[src/rtl/pci_irq_consts.svh]
// offsets, field positions and reset values of the interrupt and status registers
`ifndef PCI_IRQ_CONSTS_SVH
`define PCI_IRQ_CONSTS_SVH

// configuration dword holding latency, grant, pin and line fields
`define CFG_IRQ_OFS 8'h3C
// local memory window offsets
`define STATUS_OFS 12'h100
`define MASK_OFS 12'h104

// fixed configuration field values and the line reset value
`define MAX_LAT_VAL 8'hFF
`define MIN_GNT_VAL 8'h04
`define INT_PIN_VAL 8'h01
`define INT_LINE_RST 8'h00

// reset values of writable and sticky state
`define MASK_RST 24'h000000
`define STATUS_RST 24'h000000
`define PROG_FLAGS_RST 4'h0

// bits that a write of one clears
`define CLEARABLE_BITS 24'h0FF808

// status bit positions
`define PROG_FLAGS_LSB 28
`define RUNNING_BIT 27
`define SYNC_ERR_BIT 19
`define OPCODE_ERR_BIT 18
`define ABORT_BIT 17
`define INSTR_PAR_BIT 16
`define BUS_PAR_BIT 15
`define RESYNC_BIT 14
`define TGT_LAT_BIT 13
`define DROP_BIT 12
`define PROG_IRQ_BIT 11
`define AUDIO_OVF_BIT 3

`endif

[src/rtl/pci_irq_pkg.sv]
// types shared by the interrupt and status register files
package pci_irq_pkg;
  typedef logic [31:0] dword_t; // one register word
  typedef logic [3:0] byte_en_n_t; // pci byte enables, active low
  typedef logic [23:0] irq_vec_t; // maskable status bits
  typedef logic [3:0] prog_flags_t; // program status flags
  // kind of register access taken in a cycle
  typedef enum logic [1:0] {
    ACC_IDLE = 2'b00,
    ACC_CFG = 2'b01,
    ACC_MEM = 2'b10
  } acc_kind_e;
endpackage

[src/rtl/status_bits_if.sv]
// carrier between the register front end and the sticky status bit array
`timescale 1ns/1ps
interface status_bits_if;
  import pci_irq_pkg::*;
  irq_vec_t set; // event pulses, one per bit
  irq_vec_t clr; // write-one clear strobes
  irq_vec_t mask; // interrupt enables
  irq_vec_t status; // sticky bits
  logic pending; // any enabled bit set
  modport regs (output set, output clr, output mask, input status, input pending);
  modport bits (input set, input clr, input mask, output status, output pending);
endinterface

[src/rtl/status_bit_array.sv]
// sticky status bits with write-one clear and masked pending summary
`timescale 1ns/1ps
`include "pci_irq_consts.svh"
module status_bit_array (
  // clock and reset
  input wire logic clk_i,
  input wire logic srst_i,
  // link to the register front end
  status_bits_if.bits sb
);
  import pci_irq_pkg::*;

  localparam irq_vec_t status_rst_val = `STATUS_RST; // reset pattern of the sticky bits

  // one sticky flop per bit, set has priority over clear
  for (genvar i = 0; i < 24; i++) begin : g_bit
    always_ff @(posedge clk_i) begin
      if (srst_i) begin
        sb.status[i] <= status_rst_val[i];
      end else if (sb.set[i]) begin
        sb.status[i] <= 1'b1;
      end else if (sb.clr[i]) begin
        sb.status[i] <= 1'b0;
      end
    end
  end

  // pending level from enabled sticky bits
  assign sb.pending = |(sb.status & sb.mask);

  // set beats a clear in the same cycle
  property p_set_beats_clr;
    @(posedge clk_i) disable iff (srst_i)
    (sb.set & sb.clr) != 24'h000000 |=> (sb.status & $past(sb.set & sb.clr)) == $past(sb.set & sb.clr);
  endproperty
  a_set_beats_clr: assert property (p_set_beats_clr) else $error("set lost to clear");

endmodule // status_bit_array

[src/rtl/pci_interrupt_status_regs.sv]
// interrupt, status and configuration registers of the capture function
`timescale 1ns/1ps
`include "pci_irq_consts.svh"
module pci_interrupt_status_regs (
  // clock and reset
  input wire logic clk_i,
  input wire logic srst_i,
  // configuration access
  input wire logic cfg_rd_i,
  input wire logic cfg_wr_i,
  input wire logic [7:2] cfg_addr_i,
  // memory window access
  input wire logic mem_rd_i,
  input wire logic mem_wr_i,
  input wire logic [31:2] ad_i,
  input wire logic [31:12] mem_base_i,
  // shared write data and byte enables
  input wire pci_irq_pkg::byte_en_n_t cbe_n_i,
  input wire pci_irq_pkg::dword_t wdata_i,
  // read answer
  output pci_irq_pkg::dword_t rdata_o,
  output logic rvalid_o,
  // program engine events
  input wire pci_irq_pkg::prog_flags_t prog_set_i,
  input wire pci_irq_pkg::prog_flags_t prog_reset_i,
  input wire logic dma_running_i,
  input wire logic sync_overflow_i,
  input wire logic sync_mismatch_i,
  input wire logic opcode_error_i,
  input wire logic program_irq_i,
  // bus events
  input wire logic master_abort_i,
  input wire logic target_abort_i,
  input wire logic instr_fetch_parity_i,
  input wire logic parity_resp_en_i,
  input wire logic bus_parity_i,
  // fifo and audio events
  input wire logic fifo_resync_i,
  input wire logic fifo_target_latency_i,
  input wire logic fifo_drop_i,
  input wire logic audio_overflow_i,
  // dma stop request
  output logic dma_stop_o,
  // interrupt pin, open drain
  output logic inta_o,
  output logic inta_oe_n_o
);
  import pci_irq_pkg::*;

  status_bits_if sb (); // link to sticky bit array

  acc_kind_e acc_kind; // access taken this cycle
  logic mem_hit; // address falls in our window
  logic [11:0] mem_ofs; // byte offset inside the window
  dword_t lane_mask; // write lanes enabled
  dword_t next_rdata; // read word before the output flop
  logic [7:0] int_line; // routing byte from firmware
  irq_vec_t int_mask; // interrupt enable bits
  prog_flags_t program_status_flags; // program flags
  logic dma_running_flag; // registered dma enable
  irq_vec_t evt; // event pulses into the array
  logic instr_parity_hit; // qualified instruction parity event
  dword_t status_word; // status register as read

  // window decode on the 12-bit offset above the base
  assign mem_hit = (ad_i[31:12] == mem_base_i);
  assign mem_ofs = {ad_i[11:2], 2'b00};

  // classify the request, configuration first
  always_comb begin
    if (cfg_rd_i || cfg_wr_i) begin
      acc_kind = ACC_CFG;
    end else if ((mem_rd_i || mem_wr_i) && mem_hit) begin
      acc_kind = ACC_MEM;
    end else begin
      acc_kind = ACC_IDLE;
    end
  end

  // byte enables widened to bit lanes
  for (genvar b = 0; b < 4; b++) begin : g_lane
    assign lane_mask[8*b +: 8] = {8{~cbe_n_i[b]}};
  end

  // interrupt line byte, lane 0 only
  always_ff @(posedge clk_i) begin
    if (srst_i) begin
      int_line <= `INT_LINE_RST;
    end else if (cfg_wr_i && {cfg_addr_i, 2'b00} == `CFG_IRQ_OFS && !cbe_n_i[0]) begin
      int_line <= wdata_i[7:0];
    end
  end

  // interrupt mask, per enabled lane
  always_ff @(posedge clk_i) begin
    if (srst_i) begin
      int_mask <= `MASK_RST;
    end else if (acc_kind == ACC_MEM && mem_wr_i && mem_ofs == `MASK_OFS) begin
      int_mask <= (int_mask & ~lane_mask[23:0]) | (wdata_i[23:0] & lane_mask[23:0]);
    end
  end

  // program flags: set bits beat reset bits
  always_ff @(posedge clk_i) begin
    if (srst_i) begin
      program_status_flags <= `PROG_FLAGS_RST;
    end else begin
      program_status_flags <= prog_set_i | (program_status_flags & ~prog_reset_i);
    end
  end

  // live dma enable mirror
  always_ff @(posedge clk_i) begin
    if (srst_i) begin
      dma_running_flag <= 1'b0;
    end else begin
      dma_running_flag <= dma_running_i;
    end
  end

  // instruction parity counts only with parity response on
  assign instr_parity_hit = instr_fetch_parity_i && parity_resp_en_i;

  // event pulses mapped onto status bits
  always_comb begin
    evt = 24'h000000;
    evt[`SYNC_ERR_BIT] = sync_overflow_i || sync_mismatch_i;
    evt[`OPCODE_ERR_BIT] = opcode_error_i;
    evt[`ABORT_BIT] = master_abort_i || target_abort_i;
    evt[`INSTR_PAR_BIT] = instr_parity_hit;
    evt[`BUS_PAR_BIT] = bus_parity_i;
    evt[`RESYNC_BIT] = fifo_resync_i;
    evt[`TGT_LAT_BIT] = fifo_target_latency_i;
    evt[`DROP_BIT] = fifo_drop_i;
    evt[`PROG_IRQ_BIT] = program_irq_i;
    evt[`AUDIO_OVF_BIT] = audio_overflow_i;
  end

  // drive the sticky array
  assign sb.set = evt;
  assign sb.mask = int_mask;
  // clear only clearable bits on enabled lanes of a status write
  assign sb.clr = (acc_kind == ACC_MEM && mem_wr_i && mem_ofs == `STATUS_OFS)
    ? (wdata_i[23:0] & lane_mask[23:0] & `CLEARABLE_BITS) : 24'h000000;

  status_bit_array u_bits (
    .clk_i (clk_i),
    .srst_i (srst_i),
    .sb (sb.bits)
  );

  // status word; flag bits above 23 never feed the interrupt
  assign status_word = {program_status_flags, dma_running_flag, 3'b000, sb.status};

  // read mux, unmapped offsets read zero
  always_comb begin
    next_rdata = 32'h00000000;
    if (acc_kind == ACC_CFG && {cfg_addr_i, 2'b00} == `CFG_IRQ_OFS) begin
      next_rdata = {`MAX_LAT_VAL, `MIN_GNT_VAL, `INT_PIN_VAL, int_line};
    end else if (acc_kind == ACC_MEM && mem_ofs == `STATUS_OFS) begin
      next_rdata = status_word;
    end else if (acc_kind == ACC_MEM && mem_ofs == `MASK_OFS) begin
      next_rdata = {8'h00, int_mask};
    end
  end

  // read answer one cycle after the request
  always_ff @(posedge clk_i) begin
    if (srst_i) begin
      rdata_o <= 32'h00000000;
      rvalid_o <= 1'b0;
    end else begin
      rvalid_o <= (acc_kind == ACC_CFG && cfg_rd_i) || (acc_kind == ACC_MEM && mem_rd_i);
      rdata_o <= next_rdata;
    end
  end

  // stop the dma program on fetch parity error while parity response is on
  always_ff @(posedge clk_i) begin
    if (srst_i) begin
      dma_stop_o <= 1'b0;
    end else begin
      dma_stop_o <= instr_parity_hit;
    end
  end

  // open-drain interrupt, pulled low while enabled bits pend
  always_ff @(posedge clk_i) begin
    if (srst_i) begin
      inta_o <= 1'b0;
      inta_oe_n_o <= 1'b1;
    end else begin
      inta_o <= 1'b0;
      inta_oe_n_o <= ~sb.pending;
    end
  end

  // fixed configuration fields on read
  property p_cfg_fixed;
    @(posedge clk_i) disable iff (srst_i)
    cfg_rd_i && {cfg_addr_i, 2'b00} == `CFG_IRQ_OFS |=> rvalid_o && rdata_o[31:24] == 8'hFF;
  endproperty
  a_cfg_fixed: assert property (p_cfg_fixed) else $error("latency field wrong");

  property p_min_grant;
    @(posedge clk_i) disable iff (srst_i)
    cfg_rd_i && {cfg_addr_i, 2'b00} == `CFG_IRQ_OFS |=> rdata_o[23:16] == 8'h04;
  endproperty
  a_min_grant: assert property (p_min_grant) else $error("grant field wrong");

  property p_int_pin;
    @(posedge clk_i) disable iff (srst_i)
    cfg_rd_i && {cfg_addr_i, 2'b00} == `CFG_IRQ_OFS |=> rdata_o[15:8] == 8'h01;
  endproperty
  a_int_pin: assert property (p_int_pin) else $error("pin field wrong");

  // a line write with lane 0 enabled is stored as written
  property p_int_line;
    @(posedge clk_i) disable iff (srst_i)
    cfg_wr_i && {cfg_addr_i, 2'b00} == `CFG_IRQ_OFS && !cbe_n_i[0] |=> int_line == $past(wdata_i[7:0]);
  endproperty
  a_int_line: assert property (p_int_line) else $error("line byte not stored");

  // unmapped window offsets answer zero
  property p_unmapped;
    @(posedge clk_i) disable iff (srst_i)
    !cfg_rd_i && !cfg_wr_i && mem_rd_i && mem_hit && mem_ofs != `STATUS_OFS && mem_ofs != `MASK_OFS
      |=> rvalid_o && rdata_o == 32'h00000000;
  endproperty
  a_unmapped: assert property (p_unmapped) else $error("unmapped read not zero");

  // disabled lane 2 of the mask keeps its value
  property p_lane_keep;
    @(posedge clk_i) disable iff (srst_i)
    acc_kind == ACC_MEM && mem_wr_i && mem_ofs == `MASK_OFS && cbe_n_i[2] |=> int_mask[23:16] == $past(int_mask[23:16]);
  endproperty
  a_lane_keep: assert property (p_lane_keep) else $error("disabled lane changed");

  // write one without an event clears bus parity bit
  property p_w1c;
    @(posedge clk_i) disable iff (srst_i)
    sb.clr[`BUS_PAR_BIT] && !bus_parity_i |=> !sb.status[`BUS_PAR_BIT];
  endproperty
  a_w1c: assert property (p_w1c) else $error("write one did not clear");

  // a plain status read changes nothing
  property p_read_quiet;
    @(posedge clk_i) disable iff (srst_i)
    acc_kind == ACC_MEM && mem_rd_i && !mem_wr_i && evt == 24'h000000 |=> $stable(sb.status);
  endproperty
  a_read_quiet: assert property (p_read_quiet) else $error("read disturbed status");

  // running bit follows dma enable
  property p_running;
    @(posedge clk_i) disable iff (srst_i)
    1'b1 |=> status_word[27] == $past(dma_running_i);
  endproperty
  a_running: assert property (p_running) else $error("running bit stale");

  // fetch parity error with parity response on sets bit and stops dma next cycle
  property p_dma_stop;
    @(posedge clk_i) disable iff (srst_i)
    instr_fetch_parity_i && parity_resp_en_i |=> dma_stop_o && sb.status[`INSTR_PAR_BIT];
  endproperty
  a_dma_stop: assert property (p_dma_stop) else $error("dma not stopped");

  // abort event sets abort bit
  property p_abort;
    @(posedge clk_i) disable iff (srst_i)
    master_abort_i || target_abort_i |=> sb.status[`ABORT_BIT];
  endproperty
  a_abort: assert property (p_abort) else $error("abort not flagged");

  // enabled pending bit drives pin within two cycles and holds
  property p_irq_level;
    @(posedge clk_i) disable iff (srst_i)
    (sb.status & int_mask) != 24'h000000 ##1 (sb.status & int_mask) != 24'h000000 |-> !inta_oe_n_o;
  endproperty
  a_irq_level: assert property (p_irq_level) else $error("interrupt not driven");

  // masked-off status never drives the pin
  property p_irq_quiet;
    @(posedge clk_i) disable iff (srst_i)
    (sb.status & int_mask) == 24'h000000 |=> inta_oe_n_o;
  endproperty
  a_irq_quiet: assert property (p_irq_quiet) else $error("spurious interrupt");

  // main scenarios
  c_irq_raised: cover property (@(posedge clk_i) disable iff (srst_i) $fell(inta_oe_n_o));
  c_irq_cleared: cover property (@(posedge clk_i) disable iff (srst_i) $rose(inta_oe_n_o));
  c_set_and_clr: cover property (@(posedge clk_i) disable iff (srst_i) (sb.set & sb.clr) != 24'h000000);
  c_cfg_read: cover property (@(posedge clk_i) disable iff (srst_i) cfg_rd_i ##1 rvalid_o);

endmodule // pci_interrupt_status_regs

[config.mk]
export PLATFORM = sky130hd
export DESIGN_NAME = pci_interrupt_status_regs
export DESIGN_NICKNAME = d
export VERILOG_FILES = /design/src/rtl/pci_irq_pkg.sv /design/src/rtl/status_bits_if.sv /design/src/rtl/status_bit_array.sv /design/src/rtl/pci_interrupt_status_regs.sv
export VERILOG_INCLUDE_DIRS = /design/src /design/src/rtl
export SDC_FILE = /design/constraint.sdc
export NUM_CORES = 1
export LEC_CHECK = 0
export BUFFER_PORTS_ARGS = -buffer_cell sky130_fd_sc_hd__buf_2
export CAP_MARGIN = 0
export CORE_ASPECT_RATIO = 0.5
export CORE_MARGIN = 2
export CORE_UTILIZATION = 42
export CTS_CLUSTER_DIAMETER = 50
export CTS_CLUSTER_SIZE = 14
export DETAILED_ROUTE_END_ITERATION = 8
export PLACE_DENSITY = 0.79
export REMOVE_ABC_BUFFERS = 1
export SLEW_MARGIN = 20
export SYNTH_ARGS = -nofsm -noshare
export SYNTH_HDL_FRONTEND = slang
export SYNTH_SLANG_ARGS = --single-unit
[constraint.sdc]
create_clock -name clk_i -period 1.5 [get_ports clk_i]
set_clock_uncertainty 0.2 [all_clocks]
set_input_delay 0.075 -clock clk_i [delete_from_list [all_inputs] [get_ports clk_i]]
set_output_delay 0.075 -clock clk_i [all_outputs]
set_load 0.1 [all_outputs]
==> results.cfg, run 1 <==
[yosys]
synth.avg_cell_area_um2 = 9.28
syn_inst = 366
synth-seq-cells = 80
ys_async_sr_fraction_pct = 0
yosysUniqueCellTypes = 42
synth_edf_count = 0
syn_area_um2 = 3400
seq_area_frac_synth_pct = 47.1
ys_warn_count = 0
synth_flop_cell = dfxtp_1

[setup_path]
cp.required_ns = 1.57
path_max_fanout = 13
r2r_slack_ns = 0.13
cp-end-kind = flop
cp-start-kind = primary input
arrival_ns = 1.61
path_class = primary input to flop

[layout]
finish.utilization_pct = 67.8
fin_nets = 703
synthToLayoutAreaGrowth_pct = 57.9
antennaDiodeCount = 0
final_common_cell = buf_2
n_fill_cell = 603
layout_common_cells = buf_2 (144), dfxtp_1 (80), nand2_1 (67)
multi_input_area_um2 = 1710
fin_area_um2 = 5370
drive_gt1_share_pct = 37.5
regArea_um2 = 1600

[power]
p_per_area_nw_per_um2 = 935
ir_drop_uv = 605
p_leak_nw = 2.66
power_mw = 5.02

[drt]
ant_nets = 0
drt-pass1-iter-count = 5
vias = 3340
drtIter0Drc = 152
wl_mm = 9.84
wl_per_cell_um = 14.1
avgViaCountPerCell = 4.78
drc = 0

[timing]
period_share_pct = 103
fin_crit_ns = 1.54
hold_viol_final = 0
setup_viol = 13
rsz0062_at_grt = yes
worst_slack_ns = -0.0391
clock.fmax_mhz = 650
slew_violations = 0

[clock_network]
cts_buffers = 9
cts_root_buffer = clkbuf_16
cts.clk_slew.worst_paths_ns = 0.06
clockBufferDepth = 2
cts_tree = yes
clock-sinks = 80
cts_htree_levels = 3
clk-insertion-delay-late_ns = 0.34

[floorplan]
initial_core_util_pct = 42.9
fp.dieH_um = 67.6
core_um2 = 7910
fp-row-count = 23
die_area_um2 = 8870
die_w_um = 131
ios = 156

[worst_hold_path]
min_path_type = primary input to flop

[global_routing]
grt.overflow.total = 0
grt_pass1_vias = 3350
grt_pass1_wl_mm = 14.9
grt_use_total_pct = 21.6
antenna_found_initial = 0
grt_max_degree = 52

[placed_design]
placed_cell_area_um2 = 4450
io_buffers = 145
gp_congestion = 0.785
dp_slack_ns = -0.351
dpl.hpwl_mm = 6.64

[status]
violations = negative setup slack
outcome = finished with violations

[run]
max_cap_violations = 0
## repair_timing
action / in CTS / in global routing
buffers inserted: 0 / 3
endpoints found under the hold margin: 50 / 0
setup endpoints to repair: 0 / 51
hold buffers: 51 / 0
resized for setup: 0 / 15
## through the flow
step | instances | setup TNS (ns) | hold WS (ns)
2_1_floorplan | 349 | -13.84 | -0.0534
3_3_place_gp | 631 | -14.79 | 0.0776
3_5_place_dp | 631 | -17.64 | 0.0924
4_1_cts | 697 | 0 | 0.0156
5_1_grt | 699 | -2.07 | 0.0463
6_report | 699 | -0.214 | 0.0166
## cell type report
type	instances	share of cell area (%)
clock inverter	2	0.700
clock buffer	13	5.04
timing repair buffer	223	28.4
sequential	80	29.9
tap	112	2.61
multi-input combinational	248	31.9
inverter	21	1.47
## per-layer routing
layer | GRT usage (%) | part of all wire (%) | wire length, µm
met4 | 9.51 | 2.0 | 193
met5 | 0 | 0 | 0
met1 | 23.7 | 42 | 4170
met3 | 5.93 | 5.2 | 512
met2 | 40.7 | 50 | 4960
## cell families after synthesis
group | after synthesis | share of synthesized area, %
other | 1 | 0.110
muxes | 42 | 12.4
DFF | 80 | 47.1
xor gates and xnor gates | 18 | 4.64
and+or+nand+nor | 147 | 21.9
buffers and inverters | 38 | 4.86
AOI/OAI and AO/OA | 40 | 9.02
## cells in the mapped netlist, types with 4 or more instances
master	n	area share [%]
xnor2_1	18	4.6
nor2_1	35	3.9
o21ai_0	4	0.59
o21ai_2	4	1.0
nor3_1	5	0.74
dfxtp_1	80	47
mux2i_1	42	12
nand2_1	67	7.4
a21oi_1	6	0.88
inv_1	20	2.2
clkbuf_1	10	1.1
nor3_2	7	2.1
nor4_1	4	0.74
nand2b_1	4	0.74
a311oi_1	8	2.1
and3_1	4	0.74
a21o_1	5	1.1
## path summary, 6_finish.rpt
path | start | to | cells past startpoint
setup / recovery | mem_base_i[16] | rdata_o[0] | 7
hold / removal | cfg_addr_i[6] | rdata_o[26] | 5
setup reg to reg | program_status_flags[1] | program_status_flags[1] | 3
hold reg to reg | dma_running_flag | rdata_o[27] | 1
## power by group
| group | switching, mW | internal (mW) |
|---|---|---|
| registers | 0.0225 | 2.16 |
| logic | 0.279 | 0.317 |
| clock network | 0.825 | 1.42 |
| total | 1.13 | 3.89 |
## critical path, stage by stage
cell and delay, ns:
buf_2 0.12, xnor2_1 0.19, nand4_1 0.18, nor4_2 0.39, nand4_2 0.28, buf_12 0.24
o21ai_0 0.14
No activity file was read; power rests on OpenSTA's default activity.
==> run 2: changes to the inputs <==
--- a/config.mk
+++ b/config.mk
@@ -10,12 +10,14 @@
 export CAP_MARGIN = 0
 export CORE_ASPECT_RATIO = 0.5
 export CORE_MARGIN = 2
-export CORE_UTILIZATION = 42
+export CORE_UTILIZATION = 43
 export CTS_CLUSTER_DIAMETER = 50
 export CTS_CLUSTER_SIZE = 14
 export DETAILED_ROUTE_END_ITERATION = 8
-export PLACE_DENSITY = 0.79
+export MAX_ROUTING_LAYER = met4
+export PLACE_DENSITY = 0.77
 export REMOVE_ABC_BUFFERS = 1
+export SETUP_SLACK_MARGIN = 0.2
 export SLEW_MARGIN = 20
 export SYNTH_ARGS = -nofsm -noshare
 export SYNTH_HDL_FRONTEND = slang
==> constraint.sdc (replaced) <==
create_clock -name clk_i -period 1.9 [get_ports clk_i]
set_clock_uncertainty 0.2 [all_clocks]
set_input_delay 0.095 -clock clk_i [delete_from_list [all_inputs] [get_ports clk_i]]
set_output_delay 0.095 -clock clk_i [all_outputs]
set_load 0.1 [all_outputs]
==> run 2 against run 1 <==
  * The run now ends clean
  * Global-route usage rose by 1.2 points
  * Core utilization is 1.7 points higher
  * Critical path depth unchanged
  * Setup slack gained 0.33 ns
  * Sequential share of layout area rose by 0.91 points
  * Register-to-register slack better by 0.40 ns
  * Cell count is 0.29% lower
  * Count of clock-buffer cells in the layout unchanged
  * Wire length fell by 6.0%
  * Highest routed layer unchanged
  * Total power decreased by 26%
  * Design area fell by 3.0%
  * Combinational power fell by 26%
==> results.cfg, run 2 (synthesized netlist as in run 1, its figures left out) <==
[drt]
wl_per_cell_um = 13.3
avgViaCountPerCell = 4.66
drtIter0Drc = 117
ant_nets = 0
drt-pass1-iter-count = 4
drc = 0
vias = 3247
wl_mm = 9.25

[placed_design]
gp_congestion = 0.801
placed_cell_area_um2 = 4330
dp_slack_ns = 0.0136
dp_cells = 621
io_buffers = 145
dpl.hpwl_mm = 6.22

[floorplan]
fp-row-count = 22
initial_core_util_pct = 45.4
ios = 156
die_area_um2 = 8670
fp.dieH_um = 66.9
die_w_um = 130
core_um2 = 7490

[setup_path]
path_max_fanout = 12
cp-start-kind = primary input
cp.required_ns = 1.96
slowest_delay_ns = 0.55
arrival_ns = 1.67
slowest_stage = dlygate4sd3_1
path_class = primary input to flop
r2r_slack_ns = 0.53
cp-end-kind = flop
worstPathCellList = dlygate4sd3_1 -> clkbuf_4 -> clkinv_1 -> o21a_1 -> nand4_2 -> buf_4 -> nor3_2

[timing]
fin_crit_ns = 1.61
hold_viol_final = 0
slew_violations = 0
rsz0062_at_grt = no
worst_slack_ns = 0.294
period_share_pct = 84.5
clock.fmax_mhz = 623
setup_viol = 0

[global_routing]
grt.overflow.total = 0
antenna_found_initial = 0
grt_pass1_vias = 3257
grt_max_degree = 23
grt_pass1_wl_mm = 14.6
grt_use_total_pct = 22.8

[clock_network]
cts_buffers = 9
clock-sinks = 80
clk-insertion-delay-late_ns = 0.33
cts_tree = yes
cts_htree_levels = 3
cts_root_buffer = clkbuf_16
cts.clk_slew.worst_paths_ns = 0.06
clockBufferDepth = 2

[power]
p_leak_nw = 2.59
p_per_area_nw_per_um2 = 711
ir_drop_uv = 382
power_mw = 3.70

[status]
outcome = completed

[layout]
antennaDiodeCount = 0
drive_gt1_share_pct = 35.0
finish.utilization_pct = 69.5
synthToLayoutAreaGrowth_pct = 53.2
final_common_cell = buf_2
instances_no_fill = 697
fin_area_um2 = 5210
fin_nets = 704
layout_common_cells = buf_2 (144), dfxtp_1 (80), nand2_1 (66)

[worst_hold_path]
min_path_type = primary input to flop

[run]
max_cap_violations = 0
run 2: cell types whose count changed in the layout (fill, tap and decap cells not counted), moves of 4 or more:
cell	delta
xnor2_1	+4
nor4_1	+4
buf_12	-4
xnor2_2	-4
dlygate4sd3_1	+4
run 2: routing by layer:
metal	global-route usage [%]	vias to the layer above	part of all wire, %
met5	-	-	0
met4	10.1	0	2.2
met3	6.67	18	5.2
met2	38.9	93	50
met1	25.1	1458	43
li1	-	1678	-
run 2: area by class of cell:
| class | count | area [µm²] |
|---|---|---|
| clock buffer | 13 | 250 |
| tap | 108 | 135 |
| multi-input combinational | 248 | 1640 |
| fill | 618 | 2280 |
| inverter | 21 | 78.8 |
| timing repair buffer | 224 | 1480 |
| clock inverter | 3 | 17.5 |
| sequential | 80 | 1600 |
run 2: worst paths after layout:
| path | from | endpoint | cells after the start |
|---|---|---|---|
| max reg2reg | program_status_flags[3] | program_status_flags[3] | 3 |
| min reg2reg | dma_running_flag | rdata_o[27] | 1 |
| min | cbe_n_i[0] | u_bits.sb.status[3] | 4 |
| max | srst_i | rdata_o[22] | 7 |
run 2: repair_timing:
| action | in CTS | in global routing |
|---|---|---|
| gates resized for setup | 0 | 2 |
| setup buffers | 0 | 5 |
| hold buffers | 55 | 0 |
| endpoints found under the hold margin | 50 | 0 |
| setup endpoints to repair | 0 | 7 |
run 2: through the flow:
step | hold slack [ns] | TNS (ns)
after detailed placement | 0.112 | 0
after floorplan | -0.0334 | -2.52
after global routing | 0.0758 | 0
after global placement | 0.101 | 0
after CTS | 0.0433 | 0
final | 0.0541 | 0
run 2: critical path: cells and delay by family:
| kind | cells | cell delay [ns] |
|---|---|---|
| compound gates | 1 | 0.15 |
| buf+inv | 4 | 1.11 |
| simple gates | 2 | 0.31 |
run 2: power breakdown:
group          total [mW]  internal (mW)  switching [mW]
registers            1.72           1.70          0.0164
clock network        1.54          0.916           0.622
logic               0.443          0.238           0.205
